File: src/hw/serial_unit_pkg.sv
package serial_unit_pkg;
    localparam logic [7:0] ADDR_RATE_MODE      = 8'h10;
    localparam logic [7:0] ADDR_CONTROL_STATUS = 8'h11;
    localparam logic [7:0] ADDR_RX_BUFFER      = 8'h12;
    localparam logic [7:0] ADDR_TX_BUFFER      = 8'h13;

    localparam logic [7:0] CONTROL_STATUS_RESET = 8'h20;
    localparam logic [3:0] RATE_MODE_RESET      = 4'h0;
    localparam logic [7:0] WRITE_MASK           = 8'h1F;

    localparam int BIT_WAKE      = 0;
    localparam int BIT_TX_EN     = 1;
    localparam int BIT_TX_IRQ_EN = 2;
    localparam int BIT_RX_EN     = 3;
    localparam int BIT_RX_IRQ_EN = 4;
    localparam int BIT_TX_EMPTY  = 5;
    localparam int BIT_OVR_FRM   = 6;
    localparam int BIT_RX_FULL   = 7;

    localparam int IDLE_BITS     = 10;
    localparam int OVERSAMPLE    = 8;
    localparam int FRAME_BITS    = 10;

    // Bus clock periods per oversample tick for each internal rate
    localparam int RATE_DIV0 = 2;
    localparam int RATE_DIV1 = 16;
    localparam int RATE_DIV2 = 128;
    localparam int RATE_DIV3 = 512;

    typedef enum logic [1:0] {
        CLK_SRC_OFF  = 2'b00,
        CLK_SRC_INT  = 2'b01,
        CLK_SRC_OUT  = 2'b10,
        CLK_SRC_EXT  = 2'b11
    } clock_source_field_t;

    typedef enum logic [1:0] {
        RX_IDLE  = 2'b00,
        RX_START = 2'b01,
        RX_DATA  = 2'b11,
        RX_STOP  = 2'b10
    } rx_state_t;

    typedef struct packed {
        logic       wr;
        logic       rd;
        logic [7:0] addr;
        logic [7:0] wdata;
    } reg_req_t;

    typedef struct packed {
        logic       data;
        logic       clk;
        logic       clk_oe;
    } pin_out_t;
endpackage : serial_unit_pkg

File: src/hw/serial_tick_gen.sv
module serial_tick_gen
    import serial_unit_pkg::*;
(
    input  wire logic       core_clk,
    input  wire logic       rstn,
    input  wire logic [1:0] rate_sel,
    input  wire logic       ext_sel,
    input  wire logic       ext_clk_in,
    output logic            tick,
    output logic            clk_out
);
    logic [9:0] count;
    logic [9:0] limit;
    logic [2:0] phase;
    logic       ext_prev;

    always_comb begin
        case (rate_sel)
            2'd0:    limit = 10'(RATE_DIV0 - 1);
            2'd1:    limit = 10'(RATE_DIV1 - 1);
            2'd2:    limit = 10'(RATE_DIV2 - 1);
            default: limit = 10'(RATE_DIV3 - 1);
        endcase
    end

    always_ff @(posedge core_clk) begin
        if (!rstn) begin
            count    <= 10'h000;
            ext_prev <= 1'b0;
            tick     <= 1'b0;
        end else begin
            ext_prev <= ext_clk_in;
            if (ext_sel) begin
                count <= 10'h000;
                tick  <= ext_clk_in && !ext_prev;
            end else if (count >= limit) begin
                count <= 10'h000;
                tick  <= 1'b1;
            end else begin
                count <= count + 10'h001;
                tick  <= 1'b0;
            end
        end
    end

    // Bit-rate clock for the pin: one period per eight ticks
    always_ff @(posedge core_clk) begin
        if (!rstn) begin
            phase   <= 3'h0;
            clk_out <= 1'b0;
        end else if (tick) begin
            phase   <= phase + 3'h1;
            clk_out <= (phase >= 3'h3) && (phase != 3'h7);
        end
    end
endmodule : serial_tick_gen

File: src/hw/async_serial_port_with_wakeup.sv
// Overview of operation
// - Transmitter and receiver run independently, sharing one format and rate.
// - NRZ mark/space format; clock source internal or external.
// - Bit rate: one of four bus-clock rates or external clock over eight.
// - Receive on port 2 line 3, transmit on line 4, clock on line 2.
// - Line 2 claimed only for clock-out or clock-in source options.
// - All control/status bits readable; writes reach bits 0 to 4 only.
// - Reset loads control/status with 20 hex, only transmit-empty set.
// - Wake flag set by software, cleared after ten consecutive mark bits.
// - While wake flag set, frames discarded; no full or error flags.
// - Transmit enable forces line 4 direction output; stays set afterward.
// - After transmit enable, send ten mark bits before data frames.
// - Transmit enable clear: transmitter off, no influence on line 4.
// - Transmit irq enable gates transmit-empty onto shared request.
// - Receive enable makes line 3 the input regardless of direction.
// - Receive irq enable gates full or overrun/framing onto request.
// - 4-bit write-only rate/mode, read-only rx, write-only tx registers.
// - Registers at 10, 11, 12, 13 hex.
// - Frame: zero start, eight data bits LSB first, one stop.
// - Sample bit centres; zero stop or overrun sets overrun/framing.
// - Full and error flags clear by status read then data read.
//
// Our own choice: the strobed register port.
module async_serial_port_with_wakeup
    import serial_unit_pkg::*;
(
    input  wire logic       core_clk,
    input  wire logic       rstn,
    input  wire logic [7:0] reg_addr,
    input  wire logic [7:0] reg_wdata,
    input  wire logic       reg_wr,
    input  wire logic       reg_rd,
    output logic      [7:0] reg_rdata,
    input  wire logic       port2_line3_in,
    input  wire logic       port2_line2_in,
    output logic            port2_line4_out,
    output logic            port2_line4_claim,
    output logic            port2_line4_dir_set,
    output logic            port2_line2_out,
    output logic            port2_line2_oe,
    output logic            port2_line2_claim,
    output logic            peripheral_irq_request
);
    reg_req_t            req;
    logic [3:0]          rate_mode_control;
    clock_source_field_t clock_source_field;
    logic                wake_flag;
    logic                tx_enable_bit;
    logic                tx_irq_enable;
    logic                rx_enable_bit;
    logic                rx_irq_enable;
    logic                tx_empty_flag;
    logic                rx_full_flag;
    logic                overrun_framing_flag;
    logic [7:0]          serial_control_status;
    logic [7:0]          serial_tx_buffer;
    logic [7:0]          serial_rx_buffer;
    logic                tick;
    logic                bit_clk;
    logic                status_seen;

    assign req = '{wr: reg_wr, rd: reg_rd, addr: reg_addr, wdata: reg_wdata};
    assign clock_source_field = clock_source_field_t'(rate_mode_control[3:2]);
    assign serial_control_status = {rx_full_flag, overrun_framing_flag,
                                    tx_empty_flag, rx_irq_enable,
                                    rx_enable_bit, tx_irq_enable,
                                    tx_enable_bit, wake_flag};

    serial_tick_gen u_tick (
        .core_clk   (core_clk),
        .rstn       (rstn),
        .rate_sel   (rate_mode_control[1:0]),
        .ext_sel    (clock_source_field == CLK_SRC_EXT),
        .ext_clk_in (port2_line2_in),
        .tick       (tick),
        .clk_out    (bit_clk)
    );

    // Transmitter
    logic [2:0] tx_sub;
    logic [3:0] tx_bits;
    logic [9:0] tx_shift;
    logic       tx_busy;
    logic       tx_ready;
    logic       tx_load;
    logic       tx_bit_end;

    assign tx_bit_end = tick && (tx_sub == 3'(OVERSAMPLE - 1));
    assign tx_load = tx_bit_end && tx_ready && !tx_busy && !tx_empty_flag;

    always_ff @(posedge core_clk) begin
        if (!rstn || !tx_enable_bit) begin
            tx_sub   <= 3'h0;
            tx_bits  <= 4'(IDLE_BITS);
            tx_shift <= 10'h3FF;
            tx_busy  <= 1'b0;
            tx_ready <= 1'b0;
        end else if (tick) begin
            tx_sub <= tx_sub + 3'h1;
            if (tx_bit_end) begin
                if (!tx_ready) begin
                    tx_bits <= tx_bits - 4'h1;
                    if (tx_bits == 4'h1)
                        tx_ready <= 1'b1;
                end else if (tx_load) begin
                    tx_shift <= {1'b1, serial_tx_buffer, 1'b0};
                    tx_bits  <= 4'(FRAME_BITS - 1);
                    tx_busy  <= 1'b1;
                end else if (tx_busy) begin
                    tx_shift <= {1'b1, tx_shift[9:1]};
                    tx_bits  <= tx_bits - 4'h1;
                    if (tx_bits == 4'h0)
                        tx_busy <= 1'b0;
                end
            end
        end
    end

    always_ff @(posedge core_clk) begin
        if (!rstn) begin
            port2_line4_out   <= 1'b1;
            port2_line4_claim <= 1'b0;
        end else begin
            port2_line4_claim <= tx_enable_bit;
            port2_line4_out   <= tx_busy ? tx_shift[0] : 1'b1;
        end
    end

    // Sticky direction: never cleared by software through this block
    always_ff @(posedge core_clk) begin
        if (!rstn)
            port2_line4_dir_set <= 1'b0;
        else if (tx_enable_bit)
            port2_line4_dir_set <= 1'b1;
    end

    // Receiver
    rx_state_t  rx_state;
    logic [2:0] rx_sub;
    logic [2:0] rx_count;
    logic [7:0] rx_shift;
    logic [3:0] mark_run;
    logic       rx_in;
    logic       rx_done;
    logic       rx_stop_ok;
    logic       rx_centre;

    assign rx_in = port2_line3_in;
    assign rx_centre = tick && (rx_sub == 3'(OVERSAMPLE / 2 - 1));

    always_ff @(posedge core_clk) begin
        if (!rstn || !rx_enable_bit) begin
            rx_state   <= RX_IDLE;
            rx_sub     <= 3'h0;
            rx_count   <= 3'h0;
            rx_shift   <= 8'h00;
            rx_done    <= 1'b0;
            rx_stop_ok <= 1'b0;
        end else begin
            rx_done <= 1'b0;
            if (tick) begin
                rx_sub <= rx_sub + 3'h1;
                case (rx_state)
                    RX_IDLE: begin
                        rx_sub <= 3'h0;
                        if (!rx_in)
                            rx_state <= RX_START;
                    end
                    RX_START: begin
                        if (rx_centre)
                            rx_state <= rx_in ? RX_IDLE : RX_DATA;
                    end
                    RX_DATA: begin
                        if (rx_centre) begin
                            rx_shift <= {rx_in, rx_shift[7:1]};
                            rx_count <= rx_count + 3'h1;
                            if (rx_count == 3'h7)
                                rx_state <= RX_STOP;
                        end
                    end
                    RX_STOP: begin
                        if (rx_centre) begin
                            rx_done    <= 1'b1;
                            rx_stop_ok <= rx_in;
                            rx_state   <= RX_IDLE;
                        end
                    end
                    default: rx_state <= RX_IDLE;
                endcase
            end
        end
    end

    // Idle-line detector counts a mark bit time after each run of eight mark ticks
    logic [2:0] idle_sub;
    logic       idle_seen;
    always_ff @(posedge core_clk) begin
        if (!rstn || !rx_enable_bit) begin
            idle_sub  <= 3'h0;
            mark_run  <= 4'h0;
            idle_seen <= 1'b0;
        end else begin
            idle_seen <= 1'b0;
            if (tick) begin
                idle_sub <= idle_sub + 3'h1;
                if (!rx_in) begin
                    mark_run <= 4'h0;
                    idle_sub <= 3'h0;
                end else if (idle_sub == 3'(OVERSAMPLE - 1)) begin
                    if (mark_run == 4'(IDLE_BITS - 1)) begin
                        idle_seen <= 1'b1;
                        mark_run  <= 4'h0;
                    end else
                        mark_run <= mark_run + 4'h1;
                end
            end
        end
    end

    // Registers
    logic wr_rate, wr_ctrl, wr_tx, rd_ctrl, rd_rx, clr_rx;
    assign wr_rate = req.wr && req.addr == ADDR_RATE_MODE;
    assign wr_ctrl = req.wr && req.addr == ADDR_CONTROL_STATUS;
    assign wr_tx   = req.wr && req.addr == ADDR_TX_BUFFER;
    assign rd_ctrl = req.rd && req.addr == ADDR_CONTROL_STATUS;
    assign rd_rx   = req.rd && req.addr == ADDR_RX_BUFFER;
    assign clr_rx  = rd_rx && status_seen;

    always_ff @(posedge core_clk) begin
        if (!rstn)
            rate_mode_control <= RATE_MODE_RESET;
        else if (wr_rate)
            rate_mode_control <= req.wdata[3:0];
    end

    always_ff @(posedge core_clk) begin
        if (!rstn) begin
            {rx_irq_enable, rx_enable_bit, tx_irq_enable, tx_enable_bit}
                <= CONTROL_STATUS_RESET[4:1];
            wake_flag <= CONTROL_STATUS_RESET[BIT_WAKE];
        end else begin
            if (wr_ctrl) begin
                tx_enable_bit <= req.wdata[BIT_TX_EN];
                tx_irq_enable <= req.wdata[BIT_TX_IRQ_EN];
                rx_enable_bit <= req.wdata[BIT_RX_EN];
                rx_irq_enable <= req.wdata[BIT_RX_IRQ_EN];
            end
            // Software may only set the wake flag; hardware clears it
            if (idle_seen)
                wake_flag <= 1'b0;
            else if (wr_ctrl && req.wdata[BIT_WAKE])
                wake_flag <= 1'b1;
        end
    end

    always_ff @(posedge core_clk) begin
        if (!rstn) begin
            tx_empty_flag    <= CONTROL_STATUS_RESET[BIT_TX_EMPTY];
            serial_tx_buffer <= 8'h00;
        end else begin
            if (wr_tx)
                serial_tx_buffer <= req.wdata;
            // A write in the load cycle holds the flag clear for new data
            if (wr_tx)
                tx_empty_flag <= 1'b0;
            else if (tx_load)
                tx_empty_flag <= 1'b1;
        end
    end

    always_ff @(posedge core_clk) begin
        if (!rstn) begin
            rx_full_flag         <= CONTROL_STATUS_RESET[BIT_RX_FULL];
            overrun_framing_flag <= CONTROL_STATUS_RESET[BIT_OVR_FRM];
            serial_rx_buffer     <= 8'h00;
            status_seen          <= 1'b0;
        end else begin
            if (rd_ctrl)
                status_seen <= rx_full_flag || overrun_framing_flag;
            else if (rd_rx)
                status_seen <= 1'b0;
            // Set wins over the read-sequence clear
            if (rx_done && !wake_flag) begin
                if (!rx_stop_ok || rx_full_flag)
                    overrun_framing_flag <= 1'b1;
                else if (clr_rx)
                    overrun_framing_flag <= 1'b0;
                if (rx_stop_ok && !rx_full_flag) begin
                    rx_full_flag     <= 1'b1;
                    serial_rx_buffer <= rx_shift;
                end else if (clr_rx)
                    rx_full_flag <= 1'b0;
            end else if (clr_rx) begin
                rx_full_flag         <= 1'b0;
                overrun_framing_flag <= 1'b0;
            end
        end
    end

    always_ff @(posedge core_clk) begin
        if (!rstn)
            reg_rdata <= 8'h00;
        else if (rd_ctrl)
            reg_rdata <= serial_control_status;
        else if (rd_rx)
            reg_rdata <= serial_rx_buffer;
        else
            reg_rdata <= 8'h00;
    end

    always_ff @(posedge core_clk) begin
        if (!rstn) begin
            port2_line2_out   <= 1'b0;
            port2_line2_oe    <= 1'b0;
            port2_line2_claim <= 1'b0;
        end else begin
            port2_line2_out   <= bit_clk;
            port2_line2_oe    <= clock_source_field == CLK_SRC_OUT;
            port2_line2_claim <= clock_source_field == CLK_SRC_OUT
                              || clock_source_field == CLK_SRC_EXT;
        end
    end

    always_ff @(posedge core_clk) begin
        if (!rstn)
            peripheral_irq_request <= 1'b0;
        else
            peripheral_irq_request <= (tx_irq_enable && tx_empty_flag)
                || (rx_irq_enable
                    && (rx_full_flag || overrun_framing_flag));
    end
endmodule : async_serial_port_with_wakeup

File: config.mk
export PLATFORM = sky130hd
export DESIGN_NAME = async_serial_port_with_wakeup
export DESIGN_NICKNAME = d
export VERILOG_FILES = /design/src/hw/serial_unit_pkg.sv /design/src/hw/serial_tick_gen.sv /design/src/hw/async_serial_port_with_wakeup.sv
export SDC_FILE = /design/constraint.sdc
export NUM_CORES = 1
export LEC_CHECK = 0
export ABC_AREA = 1
export BUFFER_PORTS_ARGS = -buffer_cell sky130_fd_sc_hd__buf_2
export CAP_MARGIN = 20
export CORE_MARGIN = 2
export CORE_UTILIZATION = 59
export DETAILED_ROUTE_END_ITERATION = 10
export GPL_TIMING_DRIVEN = 1
export PLACE_DENSITY = 0.88
export SYNTH_ARGS = -nofsm -noshare
export SYNTH_HDL_FRONTEND = slang
export SYNTH_HIERARCHICAL = 1
export SYNTH_SLANG_ARGS = --single-unit
export TNS_END_PERCENT = 50
File: constraint.sdc
create_clock -name core_clk -period 2 [get_ports core_clk]
set_clock_uncertainty 0.15 [all_clocks]
set_input_delay 0.1 -clock core_clk [delete_from_list [all_inputs] [get_ports core_clk]]
set_output_delay 0.1 -clock core_clk [all_outputs]
set_load 0.01 [all_outputs]
# After elaboration in Yosys (flattened, before gate mapping)
# Index checks and enable logic that the tools add are counted.
dict set report op_classes {
  addsub 8
  magnitude_cmp 2
  n_eq_ne 25
  mux 39
  bitwise_logic 5
  reduce_logical 53
}
# op n
set ops {}
lappend ops {{equality test 8 x 5 -> 1 bit, second input constant} 4}
lappend ops {{case mux 9 bit (3 select lines)} 1}
lappend ops {{two-way mux 4 bit} 6}
lappend ops {{two-way mux 10 bit} 2}
lappend ops {{two-way mux 1 bit} 19}
lappend ops {{logical AND 1 bit} 18}
lappend ops {{two-way mux 8 bit} 2}
lappend ops {{adder 3 x 1 -> 3 bit, second input constant} 5}
lappend ops {{two-way mux 2 bit} 6}
lappend ops {{AND reduction 3 bit} 4}
lappend ops {{adder 10 x 1 -> 10 bit, second input constant} 1}
lappend ops {{equality test 2 bit, second input constant} 5}
lappend ops {{greater-or-equal comparator 10 x 9 -> 1 bit} 1}
lappend ops {{!= test 2 bit, second input constant} 5}
lappend ops {{equality test 3 bit, second input constant} 3}
lappend ops {{zero test 1 bit} 9}
lappend ops {{case mux 2 bit (4 select lines)} 1}
lappend ops {{AND reduction 2 bit} 4}
lappend ops {{logical OR 1 bit} 6}
lappend ops {{two-way mux 3 bit} 2}
lappend ops {{AND reduction 6 bit} 1}
lappend ops {{nonzero test 2 bit} 3}
lappend ops {{OR reduction 3 bit} 2}
lappend ops {{NOT 1 bit} 5}
lappend ops {{15 further kinds} 17}
dict set report word_totals {
  ff_bits 105
  inputBits 22
  out_inout_bits 15
  elab_cells 171
}

# Depth between registers and ports, before layout
# Gate-level depths: netlist of run 1.
dict set report depth {
  ltp_word 7
  mapped_depth 10
  depth_no_buf 10
}

# Modules after synthesis
# The synthesis of run 1 kept the hierarchy.
# module instances cells_each area_per_inst_um2
set modules_own_cells {}
lappend modules_own_cells {async_serial_port_with_wakeup 1 471 3712.3}
lappend modules_own_cells {serial_tick_gen 1 112 865.8}

# Least setup slack after synthesis of run 1
# Ideal clock, no wire load.
dict set report synth_timing {
  kind {reg-to-reg}
  from {register tx_sub[0]}
  to {register tx_shift[8]}
  setup_ns 0.117
  arrival_time_ns 1.318
  t_required_ns 1.733
  path_slack_ns 0.415
  stages_incl_launch_ff 9
  n_path_buf 1
  cell_sequence {dfxtp_1 > ha_1 > ha_1 > nand2_4 > nor2_8 > nand3_4 > buf_6 > o22ai_2 > nand2_1}
}
dict set report synth_between {
  elab_chain_cells 7
  elab_cells_between_ends 8
  cone_classes {1 x eq/ne; 1 x mux; 6 x reduce/logical}
}
# item line
set synth_rtl {}
lappend synth_rtl {{from (decl)} async_serial_port_with_wakeup.sv:80} ;# logic [2:0] tx_sub;
lappend synth_rtl {{from (signal assigned)} async_serial_port_with_wakeup.sv:99} ;# tx_sub <= tx_sub + 3'h1;
lappend synth_rtl {{equality test 3 bit (*)} async_serial_port_with_wakeup.sv:88} ;# assign tx_bit_end = tick && (tx_sub == 3'(OVERSAMPLE - 1));
lappend synth_rtl {{logical AND 1 bit (*)} async_serial_port_with_wakeup.sv:88}
lappend synth_rtl {{logical AND 1 bit (3 in a row)} async_serial_port_with_wakeup.sv:89} ;# assign tx_load = tx_bit_end && tx_ready && !tx_busy && !tx_empty_flag;
lappend synth_rtl {{nonzero test 2 bit (no source line)} -}
lappend synth_rtl {{AND reduction 4 bit (no source line)} -}
lappend synth_rtl {{to (signal assigned)} async_serial_port_with_wakeup.sv:106} ;# tx_shift <= {1'b1, serial_tx_buffer, 1'b0};
lappend synth_rtl {{to (signal assigned)} async_serial_port_with_wakeup.sv:110} ;# tx_shift <= {1'b1, tx_shift[9:1]};
lappend synth_rtl {{to (decl)} async_serial_port_with_wakeup.sv:82} ;# logic [9:0] tx_shift;
# Mark *: on every way between the ends. The rest lies on a longest branch, timed or not.
# A chain may end at the register's enable or synchronous reset.

# Worst setup path after layout of run 1
dict set report layout_timing {
  from {register rate_mode_control[1]}
  to {register u_tick.count[9]}
}
dict set report layout_between {
  elab_chain_cells 4
  elab_cells_between_ends 6
  cone_classes {1 x order compare; 2 x eq/ne; 1 x mux; 2 x reduce/logical}
}
# item line
set layout_rtl {}
lappend layout_rtl {{from (decl)} async_serial_port_with_wakeup.sv:45} ;# logic [3:0] rate_mode_control;
lappend layout_rtl {{from (signal assigned)} async_serial_port_with_wakeup.sv:233} ;# rate_mode_control <= req.wdata[3:0];
lappend layout_rtl {{equality test 2 bit (tied with other cells)} serial_tick_gen.sv:18} ;# case (rate_sel)
lappend layout_rtl {{case mux 9 bit (3 select lines) (*)} serial_tick_gen.sv:18}
lappend layout_rtl {{greater-or-equal comparator 10 x 9 -> 1 bit (*)} serial_tick_gen.sv:36} ;# end else if (count >= limit) begin
lappend layout_rtl {{OR reduction 3 bit (no source line) (*)} -}
lappend layout_rtl {{to (signal assigned)} serial_tick_gen.sv:40} ;# count <= count + 10'h001;
lappend layout_rtl {{to (decl)} serial_tick_gen.sv:12} ;# logic [9:0] count;
# Marks and branches as above.

==> impl_metrics.json, run 1 <==
{
  "cp_max_fo": 10,
  "htreeDepth": 3,
  "crit_arrival_ps": 1920,
  "yosys_warnings": 6,
  "synth-edff-count": 0,
  "dpl_cell_area_um2": 4860,
  "crit_buf_inv": 0,
  "finalCritPeriodShare_pct": 88.3,
  "peakVddDrop_mv": 0.499,
  "synthFlopType": "dfxtp_1",
  "chipHeight_um": 92.1,
  "finalMaxSlewViolations": 0,
  "path_clk_slew_ps": 100,
  "dp_slack_ps": 267,
  "reg2reg_from": "rate_mode_control[1]$_SDFFE_PN0P_",
  "grt_pass1_vias": 3706,
  "die-area_um2": 8480,
  "cpMaxStageDelayCell": "dfxtp_1",
  "worstPathRequired_ps": 2160,
  "timing.rr.end": "u_tick/count[9]$_SDFF_PP0_",
  "layout_common_cells": "104 x dfxtp_1, 96 x nand2_1, 90 x nor2_1",
  "routedWlPerCell_um": 12.8,
  "place_congestion": 0.886,
  "endpoint": "u_tick/count[9]$_SDFF_PP0_",
  "yosysTopAreaCellShare_pct": 45.5,
  "cts_sinks": 104,
  "clockBufferDepth": 2,
  "cts_tree": "yes",
  "final_common_cell": "dfxtp_1",
  "p_per_area_nw_per_um2": 751,
  "grtUsageTotal_pct": 23.5,
  "chipWidth_um": 92.1,
  "synth_top_area_cell": "dfxtp_1",
  "nNetsFinal": 680,
  "cpPeakStageDelay_ps": 390,
  "worst_pin_slew_ps": 457,
  "clock_latency_ps": 370,
  "cts_resized": 0,
  "crit_path_frequent_cell": "nor2_1",
  "synth.cell_area_um2": 4580,
  "ff2ff_path_depth": 7,
  "fin_crit_ps": 1770,
  "synthArstFlopShare_pct": 0,
  "drive_gt1_share_pct": 14.4,
  "syn_to_final_growth_pct": 12.9,
  "fin_cells": 743,
  "status": "completed",
  "syn_area_per_cell_um2": 7.85,
  "stdcell_area_um2": 5170,
  "grt_overflow": 0,
  "rows": 32,
  "initial_core_util_pct": 60.2,
  "numCtsBuffers": 9,
  "grt_max_degree": 29,
  "grt_pass1_wl_um": 16100,
  "io_pins": 37,
  "crit_type": "reg -> reg",
  "cts_root_buffer": "clkbuf_8",
  "hp-class": "in -> reg",
  "antenna_found_initial": 0,
  "diodes": 0,
  "crit_chain": "nand2_1 -> ha_1 -> nand2_1 -> nor2_1 -> nor2_1 -> nand4_4 -> nor2_1",
  "p_total_w": 0.00388,
  "setup_slack_ps": 233,
  "ys_seq_area_share_pct": 45.5,
  "postCtsHoldBufs": 13,
  "hpwlAfterDp_um": 6690,
  "reg2reg_slack_ps": 230,
  "wirelength_um": 9490,
  "ys_top_cells_by_area": "dfxtp_1 45%, nand2_1 7.9%, nor2_1 7.4%, ha_1 6.0%, o21ai_0 5.2%",
  "synth_seq_cells": 104,
  "drt_iter0_drc": 180,
  "rsz0062_at_grt": "false",
  "setup_viol": 0,
  "drtAntennaViolNets": 0,
  "firstDrtPassIters": 5,
  "crit_path_end_kind": "flop",
  "critPathLaunchType": "flop",
  "vias": 3900,
  "port_buffers": 36,
  "place_inst": 714,
  "setup_tns_ps": 0,
  "post-cts-setup-buffer-count": 0,
  "maxCapViolations": 0,
  "cp.depth": 7,
  "netlist_instances": 583,
  "setup.worst_path.start": "rate_mode_control[1]$_SDFFE_PN0P_",
  "p_leak_nw": 2.28,
  "hold_violations": 0,
  "via_per_inst": 5.25,
  "ys_types": 38,
  "fp.coreArea_um2": 7610,
  "drc": 0,
  "clock.fmax_ghz": 0.566,
  "max_slew_margin_pct": 69.5,
  "synth_fp_nets": 627,
  "cp_top_family": "simple AND/OR/NAND/NOR gates"
}
==> cell type report <==
type                    instances  area (um2)
clock buffers                  10         138
inverters                      63         236
repair buffers                 55         355
flip-flops and latches        104        2080
multi-input cells             403        2190
clock inverters                 6        42.5
well taps                     102         128
fillers                       627        2440
==> registers in the layout (all words and copies together), names as in the netlist, 2 cells and up <==
register           cells
u_tick/phase           3
idle_sub               3
rx_count               3
rx_state               2
serial_tx_buffer       8
tx_sub                 3
rate_mode_control      4
rx_shift               8
u_tick/count          10
rx_sub                 3
serial_rx_buffer       8
reg_rdata              8
mark_run               4
tx_bits                4
tx_shift               9
==> logic make-up (layout without fill, tap and decap cells) <==
group | count (synthesis) | after routing | synth area share [%]
compound gates | 107 | 107 | 12.9
buf+inv | 76 | 134 | 6.78
flops | 104 | 104 | 45.5
simple gates | 263 | 263 | 26.8
fa+ha+maj | 22 | 22 | 6.01
xor+xnor | 11 | 11 | 2.10
==> how the worst min path moves through the flow <==
stage          cells after the start  slack [ps]                         end            from
2_1_floorplan                      2          40  u_tick/ext_prev$_SDFF_PN0_            rstn
3_3_place_gp                       3         160  u_tick/ext_prev$_SDFF_PN0_  port2_line2_in
3_5_place_dp                       3         170  u_tick/ext_prev$_SDFF_PN0_  port2_line2_in
4_1_cts                            5          20     reg_rdata[3]$_SDFF_PN0_     reg_addr[1]
5_1_grt                            5          50     reg_rdata[3]$_SDFF_PN0_     reg_addr[1]
6_report                           5          30     reg_rdata[3]$_SDFF_PN0_     reg_addr[1]
==> worst register-to-register path: stages (launching register included) <==
cell     delay (ps)
dfxtp_1         390
nand2_1          90
ha_1            300
nand2_1          90
nor2_1           50
nor2_1          220
nand4_4         230
nor2_1          170
==> through the flow <==
step,util (%),hold slack (ps)
6_report,67.9,32.8
5_1_grt,67.9,50.9
4_1_cts,67.9,21.7
3_5_place_dp,63.8,169
3_3_place_gp,63.8,158
2_1_floorplan,-,43.5
==> power breakdown <==
group / total, W / internal (W) / switching [W]
clock: 0.00123 / 0.000491 / 0.000734
sequential: 0.00220 / 0.00212 / 0.0000789
combinational: 0.000453 / 0.000179 / 0.000274
total: 0.00388 / 0.00279 / 0.00109
==> Yosys cell counts (3+ instances only) <==
| library cell | n |
|---|---|
| a21oi_1 | 40 |
| buf_2 | 4 |
| clkbuf_1 | 5 |
| dfxtp_1 | 104 |
| ha_1 | 22 |
| inv_1 | 56 |
| inv_2 | 5 |
| nand2_1 | 96 |
| nand2_2 | 3 |
| nand3_1 | 28 |
| nand3_2 | 4 |
| nand4_1 | 8 |
| nor2_1 | 90 |
| nor2_2 | 4 |
| nor2_4 | 6 |
| nor3_1 | 17 |
| o211ai_1 | 3 |
| o21ai_0 | 48 |
| o21ai_1 | 5 |
| xnor2_1 | 5 |
| xor2_1 | 6 |
==> routing by layer <==
layer,global-route usage (%),share of wire (%)
met3,5.67,3.7
met1,26.8,44
met2,42.8,51
met5,0,0
met4,7.84,1.6
(Power assumes the default switching activity.)
==> run 2, diff against run 1 <==
Settings changed: CORE_ASPECT_RATIO from default to 0.8, CORE_UTILIZATION 59 to 54, PLACE_DENSITY 0.88 to 0.85.
Clock period 2 ns to 1.6 ns, I/O delays scaled along.
==> run 2 against run 1 <==
  * The run now ends with negative setup slack left
  * Worst setup slack worse by 320 ps
  * Final cell count up 4.6%
  * Maximum frequency up 4.4%
  * Worst hold slack better by 12 ps
  * Largest power group unchanged
  * Sequential power up 24%
  * Die area up 8.9%
  * Combinational power up 79%
  * Highest routed layer unchanged
  * Total power up 34%
  * Routed wire length up 24%
  * Register-to-register slack worse by 320 ps
  * First-iteration DRC count up 73%
  * Critical path type unchanged
==> impl_metrics.json, run 2 (same netlist as run 1, synthesis figures left out) <==
{
  "chipWidth_um": 107,
  "drt_iter0_drc": 312,
  "place_congestion": 0.876,
  "vias": 4332,
  "largest_registers": "u_tick/count (10), tx_shift (9)",
  "grtUsageTotal_pct": 24.8,
  "clock.fmax_ghz": 0.591,
  "drtAntennaViolNets": 0,
  "violations": "negative setup slack",
  "via_per_inst": 5.58,
  "cpPeakStageDelay_ps": 400,
  "setup_viol": 14,
  "numCtsBuffers": 9,
  "cp_top_family": "simple AND/OR/NAND/NOR gates",
  "fin_cells": 777,
  "path_clk_slew_ps": 100,
  "htreeDepth": 3,
  "cp_max_fo": 5,
  "critPathLaunchType": "flop",
  "p_per_area_nw_per_um2": 914,
  "largest_reg_flops": 10,
  "reg2reg_slack_ps": -90,
  "worst_pin_slew_ps": 476,
  "maxCapViolations": 0,
  "crit_buf_inv": 1,
  "finalCritPeriodShare_pct": 106,
  "seq_area_um2": 2100,
  "cts_tree": "yes",
  "port_buffers": 36,
  "rows": 30,
  "cpMaxStageDelayCell": "dfxtp_4",
  "rsz0062_at_grt": "true",
  "diodes": 0,
  "status": "complete, but fails checks",
  "cts_sinks": 104,
  "crit_arrival_ps": 1860,
  "drc": 0,
  "final_common_cell": "dfxtp_1",
  "initial_core_util_pct": 54.7,
  "fin_crit_ps": 1690,
  "wirelength_um": 11700,
  "place_inst": 733,
  "finalMaxSlewViolations": 0,
  "p_leak_nw": 2.40,
  "crit_type": "reg -> reg",
  "chipHeight_um": 86.4,
  "setup.worst_path.start": "rate_mode_control[1]$_SDFFE_PN0P_",
  "fp.coreArea_um2": 8370,
  "multiInputGateArea_um2": 2440,
  "hold_violations": 0,
  "reg2reg_from": "rate_mode_control[1]$_SDFFE_PN0P_",
  "grt_overflow": 0,
  "clock_latency_ps": 380,
  "firstDrtPassIters": 6,
  "cts_root_buffer": "clkbuf_8",
  "grt_max_degree": 22,
  "crit_chain": "inv_4 -> ha_4 -> a21oi_1 -> nand2_2 -> nand2_4 -> nand4_4 -> nor2_1",
  "setup_slack_ps": -91.8,
  "clockBufferDepth": 2,
  "grt_pass1_vias": 3932,
  "top_register": "u_tick/count",
  "fillerInstances": 583,
  "nNetsFinal": 704,
  "hold_start": "reg_addr[2]",
  "p_total_w": 0.00518,
  "drive_gt1_share_pct": 22.6,
  "die-area_um2": 9240,
  "hp-class": "in -> reg",
  "layout_common_cells": "96 x dfxtp_1, 88 x nand2_1, 80 x nor2_1",
  "io_pins": 37,
  "crit_path_end_kind": "flop",
  "antenna_found_initial": 0,
  "hpwlAfterDp_um": 6870,
  "routedWlPerCell_um": 15.1,
  "peakVddDrop_mv": 0.859,
  "syn_to_final_growth_pct": 23.9,
  "grt_pass1_wl_um": 18100,
  "worstPathRequired_ps": 1760,
  "max_slew_margin_pct": 68.1
}
[run 2: layout make-up]
type | instances | share of cell area [%]
Clock buffer | 11 | 2.49
Sequential cell | 104 | 37.0
Inverter | 63 | 4.37
Tap cell | 112 | 2.47
Multi-Input combinational cell | 406 | 43.0
Timing Repair inverter | 1 | 0.132
Timing Repair Buffer | 75 | 9.59
Clock inverter | 5 | 0.992
[run 2: what timing repair did]
action,4_1_cts,5_1_grt
pin swaps,6,15
hold buffers,19,0
buffers inserted,1,3
gates cloned,2,3
resized for setup,28,39
setup endpoints to repair,24,58
hold endpoints to repair,36,0
[run 2: final timing paths]
check / end / cells past startpoint
worst min register to register: wake_flag$_SDFFE_PP0P_ / 1
worst max-delay path: u_tick/count[8]$_SDFF_PP0_ / 7
worst min-delay path: reg_rdata[3]$_SDFF_PN0_ / 6
worst max register to register: u_tick/count[8]$_SDFF_PP0_ / 7
[run 2: layer usage]
| metal | vias up | global-route usage, % | share of wire [%] |
|---|---|---|---|
| li1 | 2067 | - | - |
| met1 | 1995 | 29.6 | 40 |
| met2 | 199 | 42.7 | 49 |
| met3 | 71 | 7.67 | 6.4 |
| met4 | 0 | 8.85 | 4.6 |
| met5 | - | 0 | 0 |
[run 2: power breakdown]
part	total [W]	internal (W)	switching (W)	leakage, nW
registers	0.00272	0.00265	0.0000695	0.843
logic	0.000810	0.000316	0.000493	1.46
clock network	0.00165	0.000764	0.000888	0.0993
total	0.00518	0.00373	0.00145	2.40
[run 2: worst register-to-register path, stage by stage (launching register included)]
cell	delay (ps)
dfxtp_4	400
inv_4	70
ha_4	220
a21oi_1	250
nand2_2	130
nand2_4	110
nand4_4	150
nor2_1	150
[run 2: stage by stage]
step | TNS (ps) | hold WS [ps] | utilization (%) | cell area [um2] | setup WS (ps)
floorplan | 0 | 23.5 | - | 4580 | 15.1
global placement | 0 | 139 | 59.1 | 4950 | 26.2
CTS | -174 | 26.4 | 65.6 | 5490 | -41.5
detailed placement | -804 | 153 | 59.1 | 4950 | -108
finish | -731 | 44.5 | 67.8 | 5670 | -91.8
global route | -1790 | 68.2 | 67.8 | 5670 | -151
